$ cat config.mk
export PLATFORM = sky130hd
export DESIGN_NAME = rcr_regs
export DESIGN_NICKNAME = d
export VERILOG_FILES = /design/src/logic/rcr_pkg.sv /design/src/logic/rcr_regs.sv /design/src/logic/rcr_debounce.sv /design/src/logic/rcr_clk_div.sv
export VERILOG_INCLUDE_DIRS = /design/src /design/src/logic
export SDC_FILE = /design/constraint.sdc
export NUM_CORES = 1
export LEC_CHECK = 0
export ABC_AREA = 1
export BUFFER_PORTS_ARGS = -buffer_cell sky130_fd_sc_hd__clkbuf_2
export CAP_MARGIN = 40
export CORE_ASPECT_RATIO = 1.4
export CORE_MARGIN = 4
export CORE_UTILIZATION = 30
export CTS_BUF_LIST = sky130_fd_sc_hd__clkbuf_8
export CTS_CLUSTER_DIAMETER = 30
export CTS_CLUSTER_SIZE = 14
export DETAILED_ROUTE_END_ITERATION = 16
export GPL_ROUTABILITY_DRIVEN = 0
export GPL_TIMING_DRIVEN = 1
export PLACE_DENSITY = 0.5
export SETUP_SLACK_MARGIN = 0.02
export SYNTH_ARGS = -nofsm -noshare
export SYNTH_HDL_FRONTEND = slang
export SYNTH_SLANG_ARGS = --single-unit
$ cat constraint.sdc
create_clock -name clk -period 2 [get_ports clk]
set_input_delay 0.5 -clock clk [delete_from_list [all_inputs] [get_ports clk]]
set_output_delay 0.5 -clock clk [all_outputs]
set_load 0.1 [all_outputs]
$ cat src/logic/rcr_map.svh
// Register offsets, bit positions, reset values and counts of the clock/reset/irq register bank
`ifndef RCR_MAP_SVH
`define RCR_MAP_SVH

// ************************************************************
// Address map
// ************************************************************
`define RCR_AW          12
`define RCR_OFF_RCC     12'h000
`define RCR_OFF_IRQC    12'h004
`define RCR_OFF_FLAG    12'h008
`define RCR_OFF_IEN     12'h00C

// ************************************************************
// reset_clock_control fields
// ************************************************************
`define RCR_B_POWER_ON_FLAG     7
`define RCR_B_SRDY      6
`define RCR_B_XRDY      5
`define RCR_B_XEN       4
`define RCR_B_DIV_HI    3
`define RCR_B_DIV_LO    2
`define RCR_B_SEN       1
`define RCR_B_CRST      0

// ************************************************************
// interrupt_control_status fields
// ************************************************************
`define RCR_B_RX_TIMEOUT_FLAG      7
`define RCR_B_OVR       6
`define RCR_B_RSV       5
`define RCR_B_CRCF      4
`define RCR_B_DET_HI    3
`define RCR_B_DET_LO    2
`define RCR_B_CPOL      1
`define RCR_B_IPOL      0
`define RCR_B_RXERR     4

// ************************************************************
// Reset values and counts
// ************************************************************
`define RCR_IRQC_RST    8'h09
`define RCR_DET_RST     2'h2
`define RCR_DIV_RST     2'h0
`define RCR_DEB_CYCLES  16
`define RCR_DEB_W       16

`endif

$ cat src/logic/rcr_pkg.sv
// Types shared by the clock/reset/irq register bank
package rcr_pkg;
   typedef enum logic [1:0] {SCK_OFF, SCK_WAIT, SCK_ON} rcr_sck_t;

   typedef struct packed {
      logic        power_on_flag;
      logic        xen;
      logic [1:0]  div;
      logic        sen;
      logic        crst;
      rcr_sck_t    sck;
      logic        srdy;
      logic        rx_timeout_flag;
      logic        ovr;
      logic        crcf;
      logic [1:0]  det;
      logic        cpol;
      logic        ipol;
      logic [7:0]  flags;
      logic [7:0]  ien;
      logic [31:0] rdata;
      logic        slverr;
      logic        irq;
   } rcr_main_t;

   typedef struct packed {
      logic [15:0] cnt;
      logic        rdy;
   } rcr_deb_t;

   typedef struct packed {
      logic [2:0]  cnt;
      logic        tick;
   } rcr_div_t;
endpackage

$ cat src/logic/rcr_regs.sv
// Clock, reset and interrupt control register bank with APB slave
//
// The address map and the APB slave port were chosen for this implementation.
`timescale 1ns/1ns
`include "rcr_map.svh"
module rcr_regs
   import rcr_pkg::*;
#(
   parameter int DEB_CYCLES = `RCR_DEB_CYCLES
) (
   input  wire logic                clk,
   input  wire logic                sys_rst,
   input  wire logic                psel,
   input  wire logic                penable,
   input  wire logic                pwrite,
   input  wire logic [`RCR_AW-1:0]  paddr,
   input  wire logic [31:0]         pwdata,
   output logic                     pready,
   output logic                     pslverr,
   output logic [31:0]              prdata,
   input  wire logic                sw_reset_strb,
   input  wire logic                deep_sleep_strb,
   input  wire logic                idle_strb,
   input  wire logic                light_sleep_strb,
   input  wire logic                rx_cont_entry,
   input  wire logic                wake_on_rx,
   input  wire logic                wake_on_tx,
   input  wire logic                auto_ack_entry,
   input  wire logic                rx_timeout_evt,
   input  wire logic                rx_fifo_overwrite_evt,
   input  wire logic                rx_fifo_reset_strb,
   input  wire logic                rx_strb,
   input  wire logic                rx_fail_evt,
   input  wire logic                rx_crc_fail_evt,
   input  wire logic                crc_check_en,
   input  wire logic [7:0]          irq_event,
   output logic                     xtal_clk_gate_en,
   output logic                     divided_sys_clk_tick,
   output logic                     sys_clk_ready,
   output logic                     xtal_clk_ready,
   output logic                     core_logic_reset,
   output logic [1:0]               rx_detect_select,
   output logic                     rx_detect_sync,
   output logic                     irq_out
);
   // ************************************************************
   // State and submodules
   // ************************************************************
   rcr_main_t st_q;
   rcr_main_t st_d;
   logic      xrdy;
   logic      div_tick;
   logic      wr;
   logic      setup;
   logic      any_irq;
   logic      sleep_cmd;

   localparam rcr_main_t RST_VAL = '{
      power_on_flag:  1'b1,
      xen:    1'b1,
      div:    `RCR_DIV_RST,
      sen:    1'b0,
      crst:   1'b0,
      sck:    SCK_OFF,
      srdy:   1'b0,
      rx_timeout_flag:   1'b0,
      ovr:    1'b0,
      crcf:   1'b0,
      det:    `RCR_DET_RST,
      cpol:   1'b0,
      ipol:   1'b1,
      flags:  8'h00,
      ien:    8'h00,
      rdata:  32'h0000_0000,
      slverr: 1'b0,
      irq:    1'b0
   };

   assign sleep_cmd = deep_sleep_strb | idle_strb;

   rcr_debounce #(
      .DEB_CYCLES (DEB_CYCLES)
   ) u_deb (
      .clk     (clk),
      .sys_rst (sys_rst),
      .run     (st_q.xen && !st_q.crst),
      .clr     (sw_reset_strb || sleep_cmd),
      .ready   (xrdy)
   );

   rcr_clk_div u_div (
      .clk     (clk),
      .sys_rst (sys_rst),
      .en      (st_q.sen),
      .sel     (st_q.div),
      .tick    (div_tick)
   );

   // ************************************************************
   // Address decode and read mux
   // ************************************************************
   function automatic logic addr_hit(input logic [`RCR_AW-1:0] a, input logic [`RCR_AW-1:0] off);
      addr_hit = (a == off);
   endfunction

   function automatic logic mapped(input logic [`RCR_AW-1:0] a);
      mapped = addr_hit(a, `RCR_OFF_RCC) || addr_hit(a, `RCR_OFF_IRQC) ||
               addr_hit(a, `RCR_OFF_FLAG) || addr_hit(a, `RCR_OFF_IEN);
   endfunction

   function automatic logic [7:0] rcc_byte(input rcr_main_t s, input logic xr);
      logic [7:0] b;
      b = 8'h00;
      b[`RCR_B_POWER_ON_FLAG]               = s.power_on_flag;
      b[`RCR_B_SRDY]                = s.srdy;
      b[`RCR_B_XRDY]                = xr;
      b[`RCR_B_XEN]                 = s.xen;
      b[`RCR_B_DIV_HI:`RCR_B_DIV_LO] = s.div;
      b[`RCR_B_SEN]                 = s.sen;
      b[`RCR_B_CRST]                = s.crst;
      rcc_byte = b;
   endfunction

   function automatic logic [7:0] irqc_byte(input rcr_main_t s);
      logic [7:0] b;
      b = 8'h00;
      b[`RCR_B_RX_TIMEOUT_FLAG]                = s.rx_timeout_flag;
      b[`RCR_B_OVR]                 = s.ovr;
      b[`RCR_B_CRCF]                = s.crcf;
      b[`RCR_B_DET_HI:`RCR_B_DET_LO] = s.det;
      b[`RCR_B_CPOL]                = s.cpol;
      b[`RCR_B_IPOL]                = s.ipol;
      irqc_byte = b;
   endfunction

   assign setup = psel && !penable;
   assign wr    = psel && penable && pwrite && mapped(paddr);

   // ************************************************************
   // Next state
   // ************************************************************
   always_comb begin
      st_d    = st_q;
      any_irq = |(st_q.flags & st_q.ien);

      // Read data captured in setup, shown in access phase
      if (setup) begin
         st_d.slverr = !mapped(paddr);
         st_d.rdata  = 32'h0000_0000;
         if (addr_hit(paddr, `RCR_OFF_RCC)) begin
            st_d.rdata[7:0] = rcc_byte(st_q, xrdy);
         end else if (addr_hit(paddr, `RCR_OFF_IRQC)) begin
            st_d.rdata[7:0] = irqc_byte(st_q);
         end else if (addr_hit(paddr, `RCR_OFF_FLAG)) begin
            st_d.rdata[7:0] = st_q.flags;
         end else if (addr_hit(paddr, `RCR_OFF_IEN)) begin
            st_d.rdata[7:0] = st_q.ien;
         end
      end

      // Software writes
      if (wr && addr_hit(paddr, `RCR_OFF_RCC)) begin
         st_d.power_on_flag = pwdata[`RCR_B_POWER_ON_FLAG];
         st_d.xen   = pwdata[`RCR_B_XEN];
         st_d.div   = pwdata[`RCR_B_DIV_HI:`RCR_B_DIV_LO];
         st_d.sen   = pwdata[`RCR_B_SEN];
         st_d.crst  = pwdata[`RCR_B_CRST];
      end
      if (wr && addr_hit(paddr, `RCR_OFF_IRQC)) begin
         st_d.crcf = pwdata[`RCR_B_CRCF];
         st_d.det  = pwdata[`RCR_B_DET_HI:`RCR_B_DET_LO];
         st_d.cpol = pwdata[`RCR_B_CPOL];
         st_d.ipol = pwdata[`RCR_B_IPOL];
      end
      if (wr && addr_hit(paddr, `RCR_OFF_FLAG)) begin
         for (int i = 0; i < 8; i++) begin
            if (pwdata[i] == st_q.cpol) begin
               st_d.flags[i] = 1'b0;
            end
         end
      end
      if (wr && addr_hit(paddr, `RCR_OFF_IEN)) begin
         st_d.ien = pwdata[7:0];
      end

      // Software reset strobe; power-on flag untouched
      if (sw_reset_strb) begin
         st_d.xen   = RST_VAL.xen;
         st_d.crst  = RST_VAL.crst;
         st_d.rx_timeout_flag  = RST_VAL.rx_timeout_flag;
         st_d.ovr   = RST_VAL.ovr;
         st_d.crcf  = RST_VAL.crcf;
         st_d.det   = RST_VAL.det;
         st_d.cpol  = RST_VAL.cpol;
         st_d.ipol  = RST_VAL.ipol;
         st_d.flags = RST_VAL.flags;
         st_d.ien   = RST_VAL.ien;
      end

      // Hardware flag clears, then sets win
      if (light_sleep_strb || rx_cont_entry || wake_on_rx || wake_on_tx || auto_ack_entry) begin
         st_d.rx_timeout_flag = 1'b0;
      end
      if (rx_timeout_evt) begin
         st_d.rx_timeout_flag = 1'b1;
      end
      if (rx_fifo_reset_strb || rx_strb) begin
         st_d.ovr = 1'b0;
      end
      if (rx_fifo_overwrite_evt) begin
         st_d.ovr = 1'b1;
      end
      if (rx_crc_fail_evt) begin
         st_d.crcf = 1'b1;
      end
      st_d.flags = st_d.flags | irq_event;
      if (rx_fail_evt || (rx_crc_fail_evt && crc_check_en) || rx_fifo_overwrite_evt) begin
         st_d.flags[`RCR_B_RXERR] = 1'b1;
      end

      // Divided clock ready sequencing
      case (st_q.sck)
         SCK_OFF: begin
            if (st_q.sen && xrdy) begin
               st_d.sck = SCK_WAIT;
            end
         end
         SCK_WAIT: begin
            if (div_tick) begin
               st_d.sck = SCK_ON;
            end
         end
         SCK_ON: begin
            st_d.sck = SCK_ON;
         end
         default: begin
            st_d.sck = SCK_OFF;
         end
      endcase
      if (!st_q.sen || !xrdy || sleep_cmd) begin
         st_d.sck = SCK_OFF;
      end
      st_d.srdy = (st_d.sck == SCK_ON);

      // Interrupt pin level
      st_d.irq = st_q.ipol ? any_irq : !any_irq;
   end

   always_ff @(posedge clk or posedge sys_rst) begin
      if (sys_rst) begin
         st_q <= RST_VAL;
      end else begin
         st_q <= st_d;
      end
   end

   // ************************************************************
   // Outputs
   // ************************************************************
   assign pready               = 1'b1;
   assign pslverr              = psel && penable && st_q.slverr;
   assign prdata               = st_q.rdata;
   assign xtal_clk_gate_en     = st_q.xen;
   assign divided_sys_clk_tick = div_tick;
   assign sys_clk_ready        = st_q.srdy;
   assign xtal_clk_ready       = xrdy;
   assign core_logic_reset     = st_q.crst;
   assign rx_detect_select     = st_q.det;
   assign rx_detect_sync       = st_q.det[1];
   assign irq_out              = st_q.irq;
endmodule

$ cat src/logic/rcr_debounce.sv
// Crystal clock debounce counter with ready flag
`timescale 1ns/1ns
`include "rcr_map.svh"
module rcr_debounce
   import rcr_pkg::*;
#(
   parameter int DEB_CYCLES = `RCR_DEB_CYCLES
) (
   input  wire logic clk,
   input  wire logic sys_rst,
   input  wire logic run,
   input  wire logic clr,
   output logic      ready
);
   rcr_deb_t st_q;
   rcr_deb_t st_d;

   localparam logic [15:0] FULL = 16'(DEB_CYCLES);

   always_comb begin
      st_d = st_q;
      if (!run || clr) begin
         st_d.cnt = 16'h0000;
         st_d.rdy = 1'b0;
      end else if (st_q.cnt != FULL) begin
         st_d.cnt = st_q.cnt + 16'h0001;
      end else begin
         st_d.rdy = 1'b1;
      end
   end

   always_ff @(posedge clk or posedge sys_rst) begin
      if (sys_rst) begin
         st_q <= '0;
      end else begin
         st_q <= st_d;
      end
   end

   assign ready = st_q.rdy;
endmodule

$ cat src/logic/rcr_clk_div.sv
// Divided system clock tick generator, divide by 1, 2, 4 or 8
`timescale 1ns/1ns
`include "rcr_map.svh"
module rcr_clk_div
   import rcr_pkg::*;
(
   input  wire logic       clk,
   input  wire logic       sys_rst,
   input  wire logic       en,
   input  wire logic [1:0] sel,
   output logic            tick
);
   rcr_div_t st_q;
   rcr_div_t st_d;

   function automatic logic [2:0] div_mask(input logic [1:0] s);
      case (s)
         2'h0:    div_mask = 3'h0;
         2'h1:    div_mask = 3'h1;
         2'h2:    div_mask = 3'h3;
         default: div_mask = 3'h7;
      endcase
   endfunction

   always_comb begin
      st_d = st_q;
      if (!en) begin
         st_d.cnt  = 3'h0;
         st_d.tick = 1'b0;
      end else begin
         st_d.cnt  = st_q.cnt + 3'h1;
         st_d.tick = (st_q.cnt & div_mask(sel)) == div_mask(sel);
      end
   end

   always_ff @(posedge clk or posedge sys_rst) begin
      if (sys_rst) begin
         st_q <= '0;
      end else begin
         st_q <= st_d;
      end
   end

   assign tick = st_q.tick;
endmodule

**Word-level counts from Yosys, hierarchy flattened**

Cells that the tools add are included.

- Word-level logic and storage cells: 127
- Flip-flop bits (word level): 63
- Output and inout port bits: 43

- Reductions and logical operators: 44
- Multiplexer cells: 36
- Eq/ne operators: 19
- Bitwise logic cells: 4
- $add $sub $neg: 2

Operators with widths:

| operator | count |
|---|---|
| 8-bit 2-to-1 mux | 6 |
| 12-bit by 4-bit == test with 1-bit output (second input constant) | 2 |
| 23-bit 2-to-1 mux | 1 |
| 1-bit 2-to-1 mux | 18 |
| 17-bit 2-to-1 mux | 1 |
| 16-bit by 1-bit adder with 16-bit output (second input constant) | 1 |
| 16-bit 2-to-1 mux | 1 |
| 16-bit by 5-bit inequality test with 1-bit output (second input constant) | 1 |
| 1-bit logical OR | 14 |
| 12-bit by 3-bit == test with 1-bit output (second input constant) | 1 |
| 1-bit logical AND | 12 |
| 12-bit zero test | 1 |
| 5-bit 2-to-1 mux | 2 |
| 3-bit case mux with 3 select lines | 1 |
| 3-bit nonzero test | 3 |
| 8-bit AND | 1 |
| 1-bit == test | 8 |
| 8-bit OR | 1 |
| 2-bit nonzero test | 4 |
| 8-bit OR reduction | 1 |
| 1-bit zero test | 7 |
| 2-bit == test (second input constant) | 3 |
| 2-bit 2-to-1 mux | 3 |
| 2-bit case mux with 3 select lines | 1 |
| other kinds (9) | 11 |

**Logic depth before layout (Yosys ltp)**

- Depth after elaboration: 10
- Depth in mapped cells: 8

**Hierarchy**

Synthesis repeated with hierarchy kept, for this count alone.

- Cell total of the unflattened synthesis: 514
- Area, all modules: 4021.4 µm²

Modules (own cells, without submodules):

| module | cells each | instances | area an instance (µm²) |
|---|---|---|---|
| rcr_regs | 348 | 1 | 2770.2 |
| rcr_debounce | 144 | 1 | 1067.3 |
| rcr_clk_div | 22 | 1 | 183.9 |

**Least setup slack after synthesis**

OpenSTA, ideal clock, no wires.

- Path type: input port to output port
- From: in psel
- To: out pslverr
- Path slack: -319 ps
- Path buffers: 0
- Arrival: 1819 ps
- Stages on the path: 2
- Required time: 1500 ps
- Path through: nand2_1 > nor2_1

- Longest elaborated chain between the ends: 2

RTL lines:

| element | RTL line | text |
|---|---|---|
| start, declared | rcr_regs.sv:13 | `input wire logic psel,` |
| 1-bit logical AND (2 in a row) | rcr_regs.sv:261 | `assign pslverr = psel && penable && st_q.slverr;` |
| end, declared | rcr_regs.sv:19 | `output logic pslverr,` |

No other way between the ends.

**Worst setup path after layout**

- From: reg st_q, in the netlist rx_detect_select[1]
- To: out rx_detect_sync

RTL lines:

| element | RTL line | text |
|---|---|---|
| start, declared | rcr_regs.sv:49 | `rcr_main_t st_q;` |
| start signal, assigned | rcr_regs.sv:253 | `st_q <= st_d;` |
| end, declared | rcr_regs.sv:43 | `output logic rx_detect_sync,` |

No word-level cell between the ends.

==> metrics <==
run status=complete, no violations; layout cells sized above 1=0.231; Critical Path End Type=output port; initial DRC count=124; max-cap viol count=0; sequential cell fraction of total power=0.399; root buffer cell=clkbuf_8; CP max stage cell=dfstp_2; CP cell instances=clkbuf_2; Leak Pwr=2.29 nW; Synth cell types=43; DRC errors left=0; Syn. warnings=0; WL/cell=13.9 um; power consumption=3.37 mW; CP delay by family, top=flip-flops; RSZ-0062 raised after global routing=false; XOR/XNOR Fraction of Synth Area=0.0307; Synth Area in Compound Gates=0.0886; Initial Utilization=0.310; die area=14200 um2; largest net degree at the start of global routing=27; cell area after synthesis=3710 um2; DP Area=4140 um2; Tmin final=1.89 ns; global-route wire length before repair=15.5 mm; vias in the first global route=3166; number of antenna violations at the first check in global routing=0; Post-Synth Adder-Cell Area=0.0101; Worst slew margin=0.596; Min Hold Slack=0.165 ns; Worst Path Arrival=1.39 ns; Final Hold Fails=0; Comb pwr share=0.166; sw frac=0.297; mux cell area share after synthesis=0; cts-stage hold buffer count=0; die extent in y=140 um; WP buf/inv=1; number of enable flip-flop cells after synthesis=0; setup repair bufs after CTS=0; post-synthesis sequential area ratio=0.426; fraction of registers with async set/reset=1.00; TritonRoute pass-1 iters=4; ys flop type=dfrtp_1; WS Path Type=register to output port; Worst VDD drop=0.000400 V; Post-Synth Simple-Gate Area=0.310; Rows=47; Setup Total Neg Slack=0 ns; antenna-violating nets left=0; H-Tree Depth=3; nature of the critical path startpoint=register; Fmax=528 MHz; HPWL Detailed=7.73 mm; synthesis-stage register bit count=63; Worst-path clk slew=0.07 ns; largest family of logic cells by synthesized area=simple AND/OR/NAND/NOR gates; Crit Path Max Fanout=4; Final Cycle Share=0.947; Avg Vias per Cell=4.63; nets=612; GRT Resource Usage Total=0.140; Psw=1.00 mW; slowest stage delay, CP=0.58 ns; Cells after Synth=470; die width=102 um; Syn Area/Cell=7.90 um2; PD cells=767 nW/um2; power share of the clock group=0.435; WP data required=1.50 ns; Port Buffer Count=65; Clock Skew=0.0109 ns; ant diodes=0; global route total overflow=0; Final Max Slew Viols=0; Clock Latency Late Sink=0.35 ns; cell internal pwr=2.37 mW; post-cts sizing count=0; Final Setup Violations=0; Max clock buf depth=2; CTS sink cnt=63; Placeable Area=12000 um2; area grow syn2layout=18.4%; final WL=9.59 mm; Worst Tran Pin Value=0.606 ns; CTS tree=yes; TritonCTS Buffers=9; final instance area=4400 um2; via count=3188; Hold Path Class=input port to asynchronous set/reset pin; Ports=115; final core occ=0.366
[metal layers]
metal,track usage,up-vias,share of wire
met5,0,-,0
met2,0.250,94,0.53
met1,0.159,1470,0.40
li1,-,1604,-
met4,0.0553,0,0.021
met3,0.0290,20,0.049
[synthesized netlist by cell type, types with 3 or more instances]
cell type / count / share of area
dfrtp_1: 59 / 0.40
inv_4: 3 / 0.0051
a211oi_1: 3 / 0.0061
o21ai_0: 6 / 0.0081
nor3_1: 10 / 0.013
o211ai_1: 7 / 0.014
nor2_2: 4 / 0.0067
nand4_1: 13 / 0.022
buf_4: 35 / 0.071
xor2_1: 12 / 0.028
nand2_2: 3 / 0.0051
nor2_1: 46 / 0.046
clkbuf_1: 3 / 0.0030
o21ai_1: 11 / 0.015
inv_1: 41 / 0.041
or2_2: 3 / 0.0051
nand2_1: 115 / 0.12
buf_2: 5 / 0.0067
nand3_1: 40 / 0.054
dfstp_2: 4 / 0.028
o21bai_1: 8 / 0.016
a21oi_1: 10 / 0.013
ha_1: 3 / 0.010
[worst paths after layout]
path	from	end	slack (ns)	cells after the start
worst max-delay path	rx_detect_select[1]	rx_detect_sync	0.11	1
worst max register to register	u_deb.st_q[2]	u_deb.st_q[15]	0.34	7
max in group asynchronous	sys_rst	st_q[50]	1.25	3
min in group clk	irq_event[3]	st_q[45]	0.34	2
worst min-delay path	sys_rst	u_deb.st_q[7]	0.17	2
worst min register to register	st_q[65]	st_q[65]	0.48	2
[final cells by class]
| class | instances | area, um2 |
|---|---|---|
| clock buffer | 9 | 124 |
| clock inverter | 7 | 136 |
| fill | 1320 | 7600 |
| inverter | 47 | 188 |
| multi-input combinational | 339 | 1730 |
| sequential | 63 | 1580 |
| tap | 147 | 184 |
| timing repair buffer | 77 | 455 |
[state kept, by name (all words and copies together), names as in the netlist]
| name | count |
|---|---|
| core_logic_reset | 1 |
| irq_out | 1 |
| prdata | 8 |
| rx_detect_select | 2 |
| st_q | 28 |
| sys_clk_ready | 1 |
| u_deb.ready | 1 |
| u_deb.st_q | 16 |
| u_div.st_q | 3 |
| u_div.tick | 1 |
| xtal_clk_gate_en | 1 |
[stage by stage]
| stage | setup WS, ns | cells |
|---|---|---|
| detailed placement | 0.201 | 673 |
| CTS | 0.100 | 689 |
| global route | 0.0751 | 689 |
| global placement | 0.217 | 673 |
| finish | 0.107 | 689 |
| floorplan | 0.138 | 493 |
[power by group through the flow]
stage	Sequential, mW	Combinational (mW)	Clock (mW)
detailed placement	1.37	0.564	0
global placement	1.37	0.561	0
floorplan	1.40	0.434	0
finish	1.35	0.560	1.46
CTS	1.34	0.565	1.50
global route	1.35	0.598	1.56
[kinds of logic (layout without fill, tap and decap cells)]
logic type | after synthesis | count (layout)
AND/OR/NAND/NOR | 246 | 246
buffers and inverters | 91 | 140
flip-flops | 63 | 63
AO/OA/AOI/OAI | 52 | 52
XOR/XNOR | 13 | 13
adder cells (fa/ha/maj) | 3 | 3
other | 2 | 25
[placed cells by master, fill, tap and decap left out, drive strengths merged, types with 3 or more instances in the layout]
cell    instances
nand2         119
conb           25
dfrtp          59
nor2           53
ha              3
clkbuf         73
bufinv          4
xor2           12
a21oi          10
inv            46
nand4          16
dfstp           4
o21bai          8
or2             4
nand3          40
nor3           11
o211ai          7
a211oi          3
o21ai          18
buf            13
No activity file was read; power rests on OpenSTA's default activity.
